### config.mk
export PLATFORM = sky130hd
export DESIGN_NAME = gsmsr_top
export DESIGN_NICKNAME = d
export VERILOG_FILES = /design/src/hdl/gsmsr_i2c.v /design/src/hdl/gsmsr_top.v
export VERILOG_INCLUDE_DIRS = /design/src /design/src/hdl
export SDC_FILE = /design/constraint.sdc
export NUM_CORES = 1
export LEC_CHECK = 0
export BUFFER_PORTS_ARGS = -buffer_cell sky130_fd_sc_hd__buf_2
export CORE_ASPECT_RATIO = 1.1
export CORE_MARGIN = 3
export CORE_UTILIZATION = 45
export CTS_BUF_LIST = sky130_fd_sc_hd__clkbuf_16
export CTS_CLUSTER_DIAMETER = 200
export CTS_CLUSTER_SIZE = 40
export DETAILED_ROUTE_END_ITERATION = 16
export GPL_TIMING_DRIVEN = 0
export PLACE_DENSITY_LB_ADDON = 0.25
export SLEW_MARGIN = 20
export SYNTH_ARGS = -nofsm -noshare
export SYNTH_HDL_FRONTEND = slang
export SYNTH_SLANG_ARGS = --single-unit
### constraint.sdc
create_clock -name CLOCK -period 5.24 [get_ports CLOCK]
set_input_delay 1.048 -clock CLOCK [delete_from_list [all_inputs] [get_ports CLOCK]]
set_output_delay 1.048 -clock CLOCK [all_outputs]
set_load 0.02 [all_outputs]
### src/hdl/gsmsr_regs.vh
`ifndef GSMSR_REGS_VH
`define GSMSR_REGS_VH
// Mailbox identifiers
`define GSMSR_MB_STATUS   8'h00
`define GSMSR_MB_MEAS     8'h01
`define GSMSR_MB_RESULT   8'h02
`define GSMSR_MB_RAW      8'h03
`define GSMSR_MB_ENV      8'h05
`define GSMSR_MB_LIMIT_CROSSING_IRQ_ENABLE   8'h10
`define GSMSR_MB_BASE     8'h11
`define GSMSR_MB_FAULT    8'hE0
`define GSMSR_MB_START    8'hF4
`define GSMSR_MB_SWRST    8'hFF
// Data bytes expected by each writable mailbox
`define GSMSR_SZ_MEAS     3'h1
`define GSMSR_SZ_ENV      3'h4
`define GSMSR_SZ_LIMIT_CROSSING_IRQ_ENABLE   3'h5
`define GSMSR_SZ_BASE     3'h2
`define GSMSR_SZ_START    3'h0
`define GSMSR_SZ_SWRST    3'h4
`define GSMSR_SZ_NONE     3'h7
// Status register fields
`define GSMSR_ST_FW       7
`define GSMSR_ST_APP      4
`define GSMSR_ST_READY    3
`define GSMSR_ST_ERR      0
// Measurement config fields
`define GSMSR_MC_MODE_HI  6
`define GSMSR_MC_MODE_LO  4
`define GSMSR_MC_INT      3
`define GSMSR_MC_THR      2
`define GSMSR_MC_WMASK    8'h7C
`define GSMSR_MODE_IDLE   3'h0
`define GSMSR_MODE_1S     3'h1
`define GSMSR_MODE_10S    3'h2
`define GSMSR_MODE_60S    3'h3
`define GSMSR_MODE_RAW    3'h4
// Fault cause bits
`define GSMSR_FC_BADWR    0
`define GSMSR_FC_BADRD    1
`define GSMSR_FC_BADMODE  2
`define GSMSR_FC_OVR      3
`define GSMSR_FC_HTR      4
`define GSMSR_FC_HPWR     5
// Reset values
`define GSMSR_MEAS_RST    8'h00
`define GSMSR_FAULT_RST   8'h00
`define GSMSR_THR_LO_RST  16'h0000
`define GSMSR_THR_HI_RST  16'hFFFF
`define GSMSR_HYST_RST    8'h00
`define GSMSR_SWRST_KEY   32'h11E5728A
`define GSMSR_I2C_ADDR    7'h5A
// Timing
`define GSMSR_CLK_KHZ     100000
`define GSMSR_RAW_MS      250
`define GSMSR_1S_MS       1000
`define GSMSR_10S_MS      10000
`define GSMSR_60S_MS      60000
`endif

### src/hdl/gsmsr_i2c.v
`timescale 1ns/10ps
`include "gsmsr_regs.vh"
module gsmsr_i2c (
  input  wire       clk,      // System clock
  input  wire       rst,      // Synchronous reset
  input  wire       scl_pin,  // Raw SCL level
  input  wire       sda_pin,  // Raw SDA level
  input  wire [6:0] dev_addr, // Own 7-bit address
  input  wire [7:0] rdata,    // Byte to send on read
  output reg        sda_oe,   // Pull SDA low
  output reg        wstrb,    // Write byte received
  output reg  [7:0] wdata,    // Received byte
  output reg        wend,     // Write transaction ended
  output reg        rstart,   // Read transaction addressed
  output reg        rtake     // Read byte loaded
);
  localparam S_IDLE = 3'h0;
  localparam S_ADDR = 3'h1;
  localparam S_AACK = 3'h2;
  localparam S_WDAT = 3'h3;
  localparam S_WACK = 3'h4;
  localparam S_RDAT = 3'h5;
  localparam S_RACK = 3'h6;

  reg       scl_m, scl_s, scl_d;
  reg       sda_m, sda_s, sda_d;
  reg [2:0] state;
  reg [3:0] cnt;
  reg [7:0] sh;
  reg       rw;
  reg       acked;

  // Edge and bus condition detection on synchronised levels
  wire scl_rise = scl_s & ~scl_d;
  wire scl_fall = ~scl_s & scl_d;
  wire start    = scl_s & scl_d & sda_d & ~sda_s;
  wire stop     = scl_s & scl_d & ~sda_d & sda_s;

  // Byte-level slave engine
  always @(posedge clk) begin
    if (rst) begin
      {scl_m, scl_s, scl_d} <= 3'h7;
      {sda_m, sda_s, sda_d} <= 3'h7;
      state  <= S_IDLE;
      cnt    <= 4'h0;
      sh     <= 8'h00;
      rw     <= 1'b0;
      acked  <= 1'b0;
      sda_oe <= 1'b0;
      wstrb  <= 1'b0;
      wdata  <= 8'h00;
      wend   <= 1'b0;
      rstart <= 1'b0;
      rtake  <= 1'b0;
    end else begin
      scl_m  <= scl_pin;
      scl_s  <= scl_m;
      scl_d  <= scl_s;
      sda_m  <= sda_pin;
      sda_s  <= sda_m;
      sda_d  <= sda_s;
      wstrb  <= 1'b0;
      wend   <= 1'b0;
      rstart <= 1'b0;
      rtake  <= 1'b0;
      if (start | stop) begin
        wend   <= (state == S_WDAT) | (state == S_WACK);
        sda_oe <= 1'b0;
        cnt    <= 4'h0;
        state  <= start ? S_ADDR : S_IDLE;
      end else if (scl_rise) begin
        case (state)
          S_ADDR, S_WDAT: begin
            sh  <= {sh[6:0], sda_s};
            cnt <= cnt + 4'h1;
          end
          S_RDAT: cnt <= cnt + 4'h1;
          S_RACK: acked <= ~sda_s;
          default: ;
        endcase
      end else if (scl_fall) begin
        case (state)
          S_ADDR: if (cnt == 4'h8) begin
            if (sh[7:1] == dev_addr) begin
              state  <= S_AACK;
              sda_oe <= 1'b1;
              rw     <= sh[0];
              rstart <= sh[0];
            end else begin
              state <= S_IDLE;
            end
          end
          S_AACK, S_WACK, S_RACK: begin
            cnt <= 4'h0;
            if (rw && (state != S_RACK || acked)) begin
              sh     <= rdata;
              rtake  <= 1'b1;
              sda_oe <= ~rdata[7];
              state  <= S_RDAT;
            end else begin
              sda_oe <= 1'b0;
              state  <= rw ? S_IDLE : S_WDAT;
            end
          end
          S_WDAT: if (cnt == 4'h8) begin
            wdata  <= sh;
            wstrb  <= 1'b1;
            sda_oe <= 1'b1;
            state  <= S_WACK;
          end
          S_RDAT: begin
            if (cnt == 4'h8) begin
              sda_oe <= 1'b0;
              state  <= S_RACK;
            end else begin
              sh     <= {sh[6:0], 1'b0};
              sda_oe <= ~sh[6];
            end
          end
          default: ;
        endcase
      end
    end
  end
endmodule // gsmsr_i2c

### src/hdl/gsmsr_top.v
`timescale 1ns/10ps
`include "gsmsr_regs.vh"
module gsmsr_top #(
  parameter QUARTER_CYCLES = `GSMSR_RAW_MS * `GSMSR_CLK_KHZ // 250 ms count
) (
  input  wire        CLOCK,            // System clock, 100 MHz
  input  wire        SRST,             // Synchronous reset, active high
  input  wire        SCL,              // Serial clock pin
  input  wire        SDA_IN,           // Serial data pin level
  output wire        SDA_OUT,          // Serial data drive value
  output wire        SDA_OE,           // Serial data drive enable
  input  wire        ADDR_SEL,         // Address select pin
  input  wire        FW_APP_MODE,      // Firmware in application mode
  input  wire        APP_PRESENT,      // Application image valid
  input  wire [15:0] SAMPLE_CO2,       // Current eCO2 value
  input  wire [15:0] SAMPLE_TVOC,      // Current TVOC value
  input  wire [15:0] SAMPLE_RAW,       // Current raw ADC value
  input  wire        OVERRANGE_EVT,    // Sensing element over range
  input  wire        HEATER_FAULT_EVT, // Heater fault event
  input  wire        HEATER_POWER_EVT, // Heater_power_flag event
  output reg         MEAS_TICK,        // Sample taken pulse
  output reg         IRQ_OUT_N         // Interrupt, active low
);
  localparam integer Q1I  = `GSMSR_1S_MS / `GSMSR_RAW_MS;
  localparam integer Q10I = `GSMSR_10S_MS / `GSMSR_RAW_MS;
  localparam integer Q60I = `GSMSR_60S_MS / `GSMSR_RAW_MS;

  reg        fw_m, fw, app_m, app, adr_m, adr;
  reg  [7:0] meas_cfg, fault, mbox;
  reg        data_ready, irq_pend, swr;
  reg [15:0] co2, tvoc, raw, thr_lo, thr_hi;
  reg  [7:0] thr_hyst, icnt;
  reg  [1:0] zone;
  reg  [2:0] wcnt, ridx;
  reg [39:0] wbuf;
  reg [31:0] qcnt;
  reg  [7:0] rdata, next_fault;
  reg        next_ready, next_irq;
  wire       wstrb, wend, rstart, rtake;
  wire [7:0] wdata;

  // Expected data length of a writable mailbox
  function [2:0] wsize(input [7:0] mb);
    case (mb)
      `GSMSR_MB_MEAS:   wsize = `GSMSR_SZ_MEAS;
      `GSMSR_MB_ENV:    wsize = `GSMSR_SZ_ENV;
      `GSMSR_MB_LIMIT_CROSSING_IRQ_ENABLE: wsize = `GSMSR_SZ_LIMIT_CROSSING_IRQ_ENABLE;
      `GSMSR_MB_BASE:   wsize = `GSMSR_SZ_BASE;
      `GSMSR_MB_START:  wsize = `GSMSR_SZ_START;
      `GSMSR_MB_SWRST:  wsize = `GSMSR_SZ_SWRST;
      default:          wsize = `GSMSR_SZ_NONE;
    endcase
  endfunction

  // Mailboxes that answer a read
  function rvalid(input [7:0] mb);
    rvalid = (mb == `GSMSR_MB_STATUS) | (mb == `GSMSR_MB_MEAS) |
             (mb == `GSMSR_MB_RESULT) | (mb == `GSMSR_MB_RAW) |
             (mb == `GSMSR_MB_FAULT);
  endfunction

  // Sample interval in 250 ms steps for a drive mode
  function [7:0] quarters(input [2:0] m);
    case (m)
      `GSMSR_MODE_1S:  quarters = Q1I[7:0];
      `GSMSR_MODE_10S: quarters = Q10I[7:0];
      `GSMSR_MODE_60S: quarters = Q60I[7:0];
      default:         quarters = 8'h01;
    endcase
  endfunction

  // Threshold band: 0 low, 1 middle, 2 high; edges keep the old band
  function [1:0] zone_of(input [15:0] c, input [15:0] lo, input [15:0] hi,
                         input [7:0] h, input [1:0] cur);
    reg [16:0] ch, lh;
    begin
      ch = {1'b0, c} + {9'h000, h};
      lh = {1'b0, lo} + {9'h000, h};
      if (ch < {1'b0, lo})
        zone_of = 2'h0;
      else if ({1'b0, c} > {1'b0, hi} + {9'h000, h})
        zone_of = 2'h2;
      else if ({1'b0, c} > lh && ch < {1'b0, hi})
        zone_of = 2'h1;
      else
        zone_of = cur;
    end
  endfunction

  gsmsr_i2c u_i2c (
    .clk      (CLOCK),
    .rst      (SRST),
    .scl_pin  (SCL),
    .sda_pin  (SDA_IN),
    .dev_addr (`GSMSR_I2C_ADDR | {6'h00, adr}),
    .rdata    (rdata),
    .sda_oe   (SDA_OE),
    .wstrb    (wstrb),
    .wdata    (wdata),
    .wend     (wend),
    .rstart   (rstart),
    .rtake    (rtake)
  );
  assign SDA_OUT = 1'b0;

  // Decoded events
  wire [2:0] mode    = meas_cfg[`GSMSR_MC_MODE_HI:`GSMSR_MC_MODE_LO];
  wire [2:0] want    = wsize(mbox);
  wire       wr_ok   = (wcnt == 3'h1) ? (want != `GSMSR_SZ_NONE ||
                       rvalid(mbox)) : (want == wcnt - 3'h1);
  wire       wr_bad  = wend & (wcnt != 3'h0) & ~wr_ok;
  wire       wr_do   = wend & wr_ok & (wcnt != 3'h1);
  wire       mode_wr = wr_do & (mbox == `GSMSR_MB_MEAS);
  wire       mode_bad = mode_wr &
                        (wbuf[6:4] > `GSMSR_MODE_RAW);
  wire       first_rd = rtake & (ridx == 3'h0);
  wire       res_rd  = first_rd & (mbox == `GSMSR_MB_RESULT);
  wire       running = (mode != `GSMSR_MODE_IDLE) & fw;
  wire       qtick   = running & (qcnt == QUARTER_CYCLES - 1);
  wire       sample  = qtick & (icnt == quarters(mode) - 8'h01);
  wire [1:0] new_zone = zone_of(SAMPLE_CO2, thr_lo, thr_hi, thr_hyst, zone);
  wire       thr_hit = new_zone != zone;
  wire [7:0] status  = {fw, 2'h0, app, data_ready, 2'h0,
                        |fault};

  // Sticky flags: the clear is applied first so a same-cycle set wins
  always @* begin
    next_fault = fault;
    next_ready = data_ready;
    next_irq   = irq_pend;
    if (first_rd && mbox == `GSMSR_MB_FAULT)
      next_fault = `GSMSR_FAULT_RST;
    if (res_rd) begin
      next_ready = 1'b0;
      next_irq   = 1'b0;
    end
    next_fault[`GSMSR_FC_BADWR]   = next_fault[`GSMSR_FC_BADWR] | wr_bad;
    next_fault[`GSMSR_FC_BADRD]   = next_fault[`GSMSR_FC_BADRD] |
                                    (first_rd & ~rvalid(mbox));
    next_fault[`GSMSR_FC_BADMODE] = next_fault[`GSMSR_FC_BADMODE] | mode_bad;
    next_fault[`GSMSR_FC_OVR]     = next_fault[`GSMSR_FC_OVR] | OVERRANGE_EVT;
    next_fault[`GSMSR_FC_HTR]     = next_fault[`GSMSR_FC_HTR] |
                                    HEATER_FAULT_EVT;
    next_fault[`GSMSR_FC_HPWR]    = next_fault[`GSMSR_FC_HPWR] |
                                    HEATER_POWER_EVT;
    if (sample) begin
      next_ready = 1'b1;
      if (meas_cfg[`GSMSR_MC_INT] &&
          (!meas_cfg[`GSMSR_MC_THR] || thr_hit))
        next_irq = 1'b1;
    end
  end

  // Read data for the addressed mailbox and byte position
  always @* begin
    rdata = 8'h00;
    case (mbox)
      `GSMSR_MB_STATUS: rdata = status;
      `GSMSR_MB_MEAS:   rdata = meas_cfg;
      `GSMSR_MB_FAULT:  rdata = fault;
      `GSMSR_MB_RAW:    rdata = ridx[0] ? raw[7:0] : raw[15:8];
      `GSMSR_MB_RESULT:
        case (ridx)
          3'h0:    rdata = co2[15:8];
          3'h1:    rdata = co2[7:0];
          3'h2:    rdata = tvoc[15:8];
          3'h3:    rdata = tvoc[7:0];
          3'h4:    rdata = status;
          3'h5:    rdata = fault;
          3'h6:    rdata = raw[15:8];
          default: rdata = raw[7:0];
        endcase
      default: rdata = 8'h00;
    endcase
  end

  // Pin synchronisers and transaction tracking
  always @(posedge CLOCK) begin
    if (SRST) begin
      {fw_m, fw, app_m, app, adr_m, adr} <= 6'h00;
      mbox <= `GSMSR_MB_STATUS;
      wcnt <= 3'h0;
      ridx <= 3'h0;
      wbuf <= 40'h0000000000;
      swr  <= 1'b0;
    end else begin
      fw_m  <= FW_APP_MODE;
      fw    <= fw_m;
      app_m <= APP_PRESENT;
      app   <= app_m;
      adr_m <= ADDR_SEL;
      adr   <= adr_m;
      swr   <= wr_do & (mbox == `GSMSR_MB_SWRST) &
               (wbuf[31:0] == `GSMSR_SWRST_KEY);
      if (wstrb) begin
        if (wcnt == 3'h0)
          mbox <= wdata;
        else
          wbuf <= {wbuf[31:0], wdata};
        if (wcnt != 3'h7)
          wcnt <= wcnt + 3'h1;
      end
      if (wend)
        wcnt <= 3'h0;
      if (rstart)
        ridx <= 3'h0;
      else if (rtake)
        ridx <= ridx + 3'h1;
    end
  end

  // Registers, sample timer and interrupt pin; software reset acts here
  always @(posedge CLOCK) begin
    if (SRST | swr) begin
      meas_cfg   <= `GSMSR_MEAS_RST;
      fault      <= `GSMSR_FAULT_RST;
      data_ready <= 1'b0;
      irq_pend   <= 1'b0;
      thr_lo     <= `GSMSR_THR_LO_RST;
      thr_hi     <= `GSMSR_THR_HI_RST;
      thr_hyst   <= `GSMSR_HYST_RST;
      zone       <= 2'h1;
      co2        <= 16'h0000;
      tvoc       <= 16'h0000;
      raw        <= 16'h0000;
      qcnt       <= 32'h00000000;
      icnt       <= 8'h00;
      MEAS_TICK  <= 1'b0;
      IRQ_OUT_N  <= 1'b1;
    end else begin
      fault      <= next_fault & 8'h3F;
      data_ready <= next_ready;
      irq_pend   <= next_irq;
      IRQ_OUT_N  <= ~(next_irq & meas_cfg[`GSMSR_MC_INT]);
      MEAS_TICK  <= sample;
      if (mode_wr && !mode_bad)
        meas_cfg <= wbuf[7:0] & `GSMSR_MC_WMASK;
      if (wr_do && mbox == `GSMSR_MB_LIMIT_CROSSING_IRQ_ENABLE) begin
        thr_lo   <= wbuf[39:24];
        thr_hi   <= wbuf[23:8];
        thr_hyst <= wbuf[7:0];
      end
      if (!running || mode_wr) begin
        qcnt <= 32'h00000000;
        icnt <= 8'h00;
      end else if (qtick) begin
        qcnt <= 32'h00000000;
        icnt <= sample ? 8'h00 : icnt + 8'h01;
      end else begin
        qcnt <= qcnt + 32'h00000001;
      end
      if (sample) begin
        co2  <= SAMPLE_CO2;
        tvoc <= SAMPLE_TVOC;
        raw  <= SAMPLE_RAW;
        zone <= new_zone;
      end
    end
  end
endmodule // gsmsr_top

==> metrics.txt, run 1 <==
Seq/Total Area, Yosys between 30% and 40%; Core ar. 29100 sq um; GPL Wtd Cong about 0.93; die height 188 um; number of port buffers approximately 60; fillers roughly 2900; first-pass GRT wire length roughly 57000 um; Power per Cell Area between 200 and 250 nW/um^2; setup bufs post-CTS 0; Post-synth top flop dfxtp_1; clk sinks 242; clock latency on the worst-skew pair 0.50 ns; largest net degree at the start of global routing 41; H-tree depth 1; cell taking the most area after synthesis dfxtp_1; violation count after the first detailed-routing iteration 909; root buf cell clkbuf_16; Least-Margin Pin Slew 1.03 ns; Core Rows 65; RSZ-0062 raised after global routing no; reg2reg end IRQ_OUT_N; Cell Chain, Critical Path buf_2 -> ha_1 -> a21o_1 -> a21o_1 -> a21oi_1 -> o31ai_1 -> a221o_1 -> nand2_1 -> xnor2_1 -> ha_1 -> a21oi_1 -> nand3b_1 -> a2111oi_0 -> or3_1 -> o211ai_1 -> nor3_1 -> o211ai_1; register area 4840 sq um; vias in the first global route 11100; Final Setup Violations 0; Final Hold Fails 0; Worst-path clk slew 0.15 ns; post-synthesis register bit count between 200 and 250; count leader, synth nand2_1; Leak Pwr between 5 and 6 nW; Slowest-stage cell, CP a2111oi_0; Num CTS Buffers 10; final WL roughly 36000 um; WP data required 5.61 ns; Yosys cell types 83; min-delay worst type reg -> reg; CTS resizes 0; max-slew violation count 0; min-delay src u_i2c.scl_m; Post-route DRC 0; number of synthesized flops with an enable pin 0; Setup Skew 0.0664 ns; DRT Pass-1 Iters 5; Critical R2R Launch thr_hyst[1]; Post-synth top cells 259 x nand2_1, 242 x dfxtp_1, 163 x nor2_1; Initial Util between 40 and 50%; CP startpoint kind primary input; async set-or-reset flop fraction in the synthesized netlist 0%; Chip Width 171 um; worst hold path stage count 1; syn_area_per_cell 8.25 sq um; via count around 12000; area taken by multi-input logic gates 8110 sq um; n_diodes 0; synth warn 0; layout cells sized above 1 7.13%; peak supply drop 0.250 mV; total grt overflow 0; Post-Route Utilization 50.1%; CP arrival 5.22 ns; status completed; I/O pin cnt 62; Final nets 1875; Max FO, Critical Path 5; slowest stage delay, CP 0.66 ns; Period minus WS final 4.86 ns; worst reg2reg path depth 16; Cell Area, Synth around 14000 sq um; Post-Syn Instances 1639; Max Cap Viol 0; area share of the largest cell type after synthesis between 30 and 40%; Worst R2R Setup Slack about 0.64 ns; synth top area cells dfxtp_1 36%, ha_1 9.6%, nand2_1 7.2%; clk buf depth 3; post-synthesis net count 1804; Area Growth Syn to Fin 7.85%; WHS Endpoint u_i2c.scl_s; Overall Power 2.99 mW; hold_buf cts 0; setup TNS 0 ns; fmax 206 MHz; drt via density 5.74; GR Util All Layers between 20% and 30%; Post-DRT Antenna Nets 0; initial antenna violation count 1; TritonCTS clock tree done; die area 32200 sq um; Crit Path Class in -> reg; dpl hpwl 28200 um; Worst Setup End Kind flop; slew margin rel. 30.3%; fin crit share 92.7%; drt wl/cell ~17 um
## worst max-delay path: cells and delay by family
kind / cells / cell delay (ns)
adder cells (fa/ha/maj): 2 / 0.61
XOR/XNOR: 1 / 0.29
AO/OA/AOI/OAI: 9 / 2.35
buffers and inverters: 1 / 0.15
AND/OR/NAND/NOR: 4 / 0.77
## per-stage QoR
| step | setup WS, ns | std cells | hold slack, ns | cell area [sq um] |
|---|---|---|---|---|
| after floorplan | 0.942 | 1639 | 0.389 | 13500 |
| after global placement | 0.103 | 2066 | 0.393 | 14300 |
| after detailed placement | 0.0865 | 2066 | 0.393 | 14300 |
| after CTS | 0.597 | 2078 | 0.426 | 14600 |
| after global routing | 0.232 | 2078 | 0.440 | 14600 |
| final | 0.385 | 2078 | 0.424 | 14600 |
## cell type report
type | count | share of cell area, %
buffer | 75 | 2.17
clock buffer | 11 | 1.89
clock inverter | 1 | 0.206
inverter | 68 | 1.75
multi-input combinational | 1254 | 55.6
sequential | 242 | 33.2
tap | 368 | 3.16
timing repair buffer | 59 | 2.02
## placed cells by master (no fill, tap or decap), types with 6 or more instances in the layout
cell	count
xor2_1	31
o21bai_1	7
clkbuf_16	11
a21o_1	17
nand2b_1	8
nand3b_1	6
nor4b_1	6
and2_1	7
ha_1	104
a31oi_1	8
a22oi_1	9
and3_1	12
nand4_1	20
and4_1	8
dfxtp_1	242
a211oi_1	18
buf_2	72
mux2_2	7
or2_2	9
clkbuf_1	56
mux2i_1	74
nor2_1	163
nor3_1	34
xnor2_1	50
or3_1	8
nor4_1	12
o21ai_0	34
nor2b_1	21
a21oi_1	153
o211ai_1	7
nand3_1	49
a222oi_1	11
inv_1	68
nand2_1	259
## flip-flops by register name, indices dropped and copies added, names as in the netlist, 8 cells and up
register,cells
thr_lo,16
qcnt,32
thr_hi,16
u_i2c.sh,8
tvoc,16
thr_hyst,8
u_i2c.wdata,8
co2,16
mbox,8
raw,16
icnt,8
wbuf,40
## report_power, final
part | switching, mW | leakage [nW] | internal (mW)
registers | 0.00603 | 1.95 | 1.85
clock network | 0.586 | 0.147 | 0.392
logic | 0.103 | 3.74 | 0.0583
## routing by layer
metal / up-vias / routed length [um] / GRT usage (%)
li1: 5913 / - / -
met1: 5657 / 16400 / 29.5
met2: 290 / 16600 / 36.2
met3: 67 / 1960 / 2.78
met4: 0 / 1020 / 6.28
met5: - / 0 / 0
## worst max-delay path by stage
stage / depth (start not counted) / slack, ns / startpoint / end
finish: 17 / 0.38 / SAMPLE_CO2[1] / IRQ_OUT_N
floorplan: 15 / 0.94 / SAMPLE_CO2[0] / IRQ_OUT_N
global route: 17 / 0.23 / SAMPLE_CO2[1] / IRQ_OUT_N
global placement: 17 / 0.10 / SAMPLE_CO2[1] / IRQ_OUT_N
CTS: 17 / 0.60 / SAMPLE_CO2[1] / IRQ_OUT_N
detailed placement: 17 / 0.09 / SAMPLE_CO2[1] / IRQ_OUT_N
## logic make-up (layout without fill, tap and decap cells)
| logic type | after synthesis | count (layout) | synth area share, % |
|---|---|---|---|
| simple gates | 647 | 647 | 22.3 |
| compound gates | 337 | 337 | 16.3 |
| flops | 242 | 242 | 35.8 |
| buf+inv | 143 | 214 | 4.23 |
| fa+ha+maj | 107 | 107 | 10.1 |
| xor+xnor | 81 | 81 | 5.25 |
| mux | 81 | 81 | 6.06 |
| other cells | 1 | 1 | 0.0277 |
(Power assumes the default switching activity.)
==> run 2, diff against run 1 <==
- BUFFER_PORTS_ARGS: -buffer_cell sky130_fd_sc_hd__buf_2 -> -buffer_cell sky130_fd_sc_hd__buf_4
==> run 2 against run 1 <==
Compared with the run above: via count fell by 0.28%; power about the same; maximum frequency grew 3.3%; wire length rose by 0.41%; largest cell class unchanged; non-clock buffer count unchanged; utilization increased by 0.51 points.
==> metrics.txt, run 2 (synthesis results as in run 1) <==
Setup Skew 0.0629 ns (-0.00355 ns); hold_buf cts 0 (unchanged); fin crit share 89.7% (-2.9 points); Post-DRT Antenna Nets 0 (unchanged); die area 32200 sq um (unchanged); Initial Util 46.5% (unchanged); status completed; P_sw 0.683 mW (-1.7%); Cell Chain, Critical Path buf_4 -> ha_1 -> a21o_1 -> a21o_1 -> a21oi_1 -> o31ai_1 -> a221o_1 -> nand2_1 -> xnor2_1 -> ha_1 -> a21oi_1 -> nand3b_1 -> a2111oi_0 -> or3_1 -> o211ai_1 -> nor3_1 -> o211ai_1; vias in the first global route 11100 (-0.018%); Comb power frac 5.8% (+0.4 points); number of port buffers 59 (unchanged); Final Hold Fails 0 (unchanged); Least-Margin Pin Slew 1.05 ns (+0.0174 ns); Final Setup Violations 0 (unchanged); TritonCTS clock tree done; clock share of power 32.2% (-0.5 points); peak supply drop 0.304 mV (+22%); initial antenna violation count 0 (-1); violation count after the first detailed-routing iteration 1032 (+14%); drt via density 5.72 (-0.28%); drt wl/cell 17.4 um (+0.41%); DRT Pass-1 Iters 5 (unchanged); I/O pin cnt 62 (unchanged); clock latency on the worst-skew pair 0.50 ns (about the same); most frequent cells in the layout 259 x nand2_1, 242 x dfxtp_1, 163 x nor2_1; Period minus WS final 4.70 ns (-0.154 ns); CTS resizes 0 (unchanged); Internal 2.31 mW (+0.51%); dpl hpwl 28500 um (+0.88%); Crit Path Class in -> reg; max reg flops 40 (unchanged); CP startpoint kind primary input; Max Cap Viol 0 (unchanged); crit path buf inv count 1 (unchanged); Final nets 1875 (unchanged); Area Growth Syn to Fin 8.94%; final WL 36100 um (+0.41%); sequential share of power 61.9% (about the same); Worst-path clk slew 0.14 ns (about the same); RSZ-0062 raised after global routing no; die height 188 um (unchanged); max-slew violation count 0 (unchanged); H-tree depth 1 (unchanged); Num CTS Buffers 10 (unchanged); Crit path max-delay family compound AO/OA/AOI/OAI gates; Chip Width 171 um (unchanged); Leak Pwr 5.89 nW (+0.86%); largest net degree at the start of global routing 41 (unchanged); CP arrival 5.07 ns (-0.15 ns); Post-route DRC 0 (unchanged); commonest non-fill, non-tap cell in the layout nand2_1; Slowest-stage cell, CP a2111oi_0; total grt overflow 0 (unchanged); Core Rows 65 (unchanged); n_diodes 0 (unchanged); Core ar. 29100 sq um (unchanged); min-delay worst type reg -> reg; root buf cell clkbuf_16; Sw Ratio 22.8% (-0.40 points); GR Util All Layers 22.0% (+0.19 points); Max FO, Critical Path 5 (unchanged); GPL Wtd Cong 0.944 (+1.5%); setup bufs post-CTS 0 (unchanged); Worst Setup End Kind flop; layout cells sized above 1 7.13% (unchanged); fmax 213 MHz (+3.3%); clk sinks 242 (unchanged); most flop-heavy register wbuf; setup TNS 0 ns (unchanged); WP data required 5.61 ns (about the same); clk buf depth 3 (unchanged); slew margin rel. 29.1% (-1.2 points); first-pass GRT wire length 57600 um (+0.75%); slowest stage delay, CP 0.57 ns (-0.09 ns); Overall Power 2.99 mW (about the same); via count 11900 (-0.28%); Power per Cell Area 203 nW/um^2 (-1.0%); Largest regs wbuf x40, qcnt x32
-- run 2: cell count changes in the layout (fill, tap and decap cells not counted) --
cell and delta:
buf_4 +59, buf_2 -59
-- run 2: worst paths after layout --
path,from,to,slack (ns),depth (start not counted)
worst max-delay path,SAMPLE_CO2[1],IRQ_OUT_N,0.54,17
worst min-delay path,u_i2c.scl_m,u_i2c.scl_s,0.43,1
worst max register to register,thr_hyst[1],IRQ_OUT_N,0.73,16
worst min register to register,u_i2c.scl_m,u_i2c.scl_s,0.43,1
-- run 2: power groups by stage --
stage	Sequential [mW]	Clock (mW)	Combinational, mW
2_1_floorplan	1.89	0	0.0912
3_3_place_gp	1.89	0	0.168
3_5_place_dp	1.89	0	0.173
4_1_cts	1.85	0.998	0.174
5_1_grt	1.85	1.05	0.193
6_report	1.85	0.964	0.175
-- run 2: metal layers --
metal / track usage, % / vias up / part of all wire (%)
met5: 0 / - / 0
met4: 5.36 / 0 / 2.5
met3: 2.07 / 58 / 4.2
met2: 36.4 / 294 / 46
met1: 30.9 / 5633 / 47
li1: - / 5909 / -
-- run 2: stage by stage --
stage / hold slack, ns / util [%] / setup WS (ns) / std cells / area [sq um]
after detailed placement: 0.397 / 49.6 / 0.146 / 2066 / 14400
after global routing: 0.440 / 50.6 / 0.287 / 2078 / 14700
after CTS: 0.430 / 50.6 / 0.655 / 2078 / 14700
final: 0.426 / 50.6 / 0.539 / 2078 / 14700
after global placement: 0.394 / 49.6 / 0.146 / 2066 / 14400
after floorplan: 0.389 / - / 0.942 / 1639 / 13500
-- run 2: final cells by class --
class / instances / area, sq um
buffer: 75 / 317
fill: 2868 / 14400
multi-input combinational: 1254 / 8110
sequential: 242 / 4840
clock buffer: 11 / 275
clock inverter: 1 / 30.0
timing repair buffer: 59 / 443
tap: 368 / 460
inverter: 68 / 255
-- run 2: worst register-to-register path: stages (launching register included) --
cell and delay (ns):
dfxtp_1 0.52, ha_1 0.29, a21o_1 0.17, a21o_1 0.21
a21oi_1 0.23, o31ai_1 0.16, a221o_1 0.36, nand2_1 0.10
xnor2_1 0.17, ha_1 0.32, a21oi_1 0.21, nand3b_1 0.13
a2111oi_0 0.57, or3_1 0.20, o211ai_1 0.25, nor3_1 0.32
o211ai_1 0.17
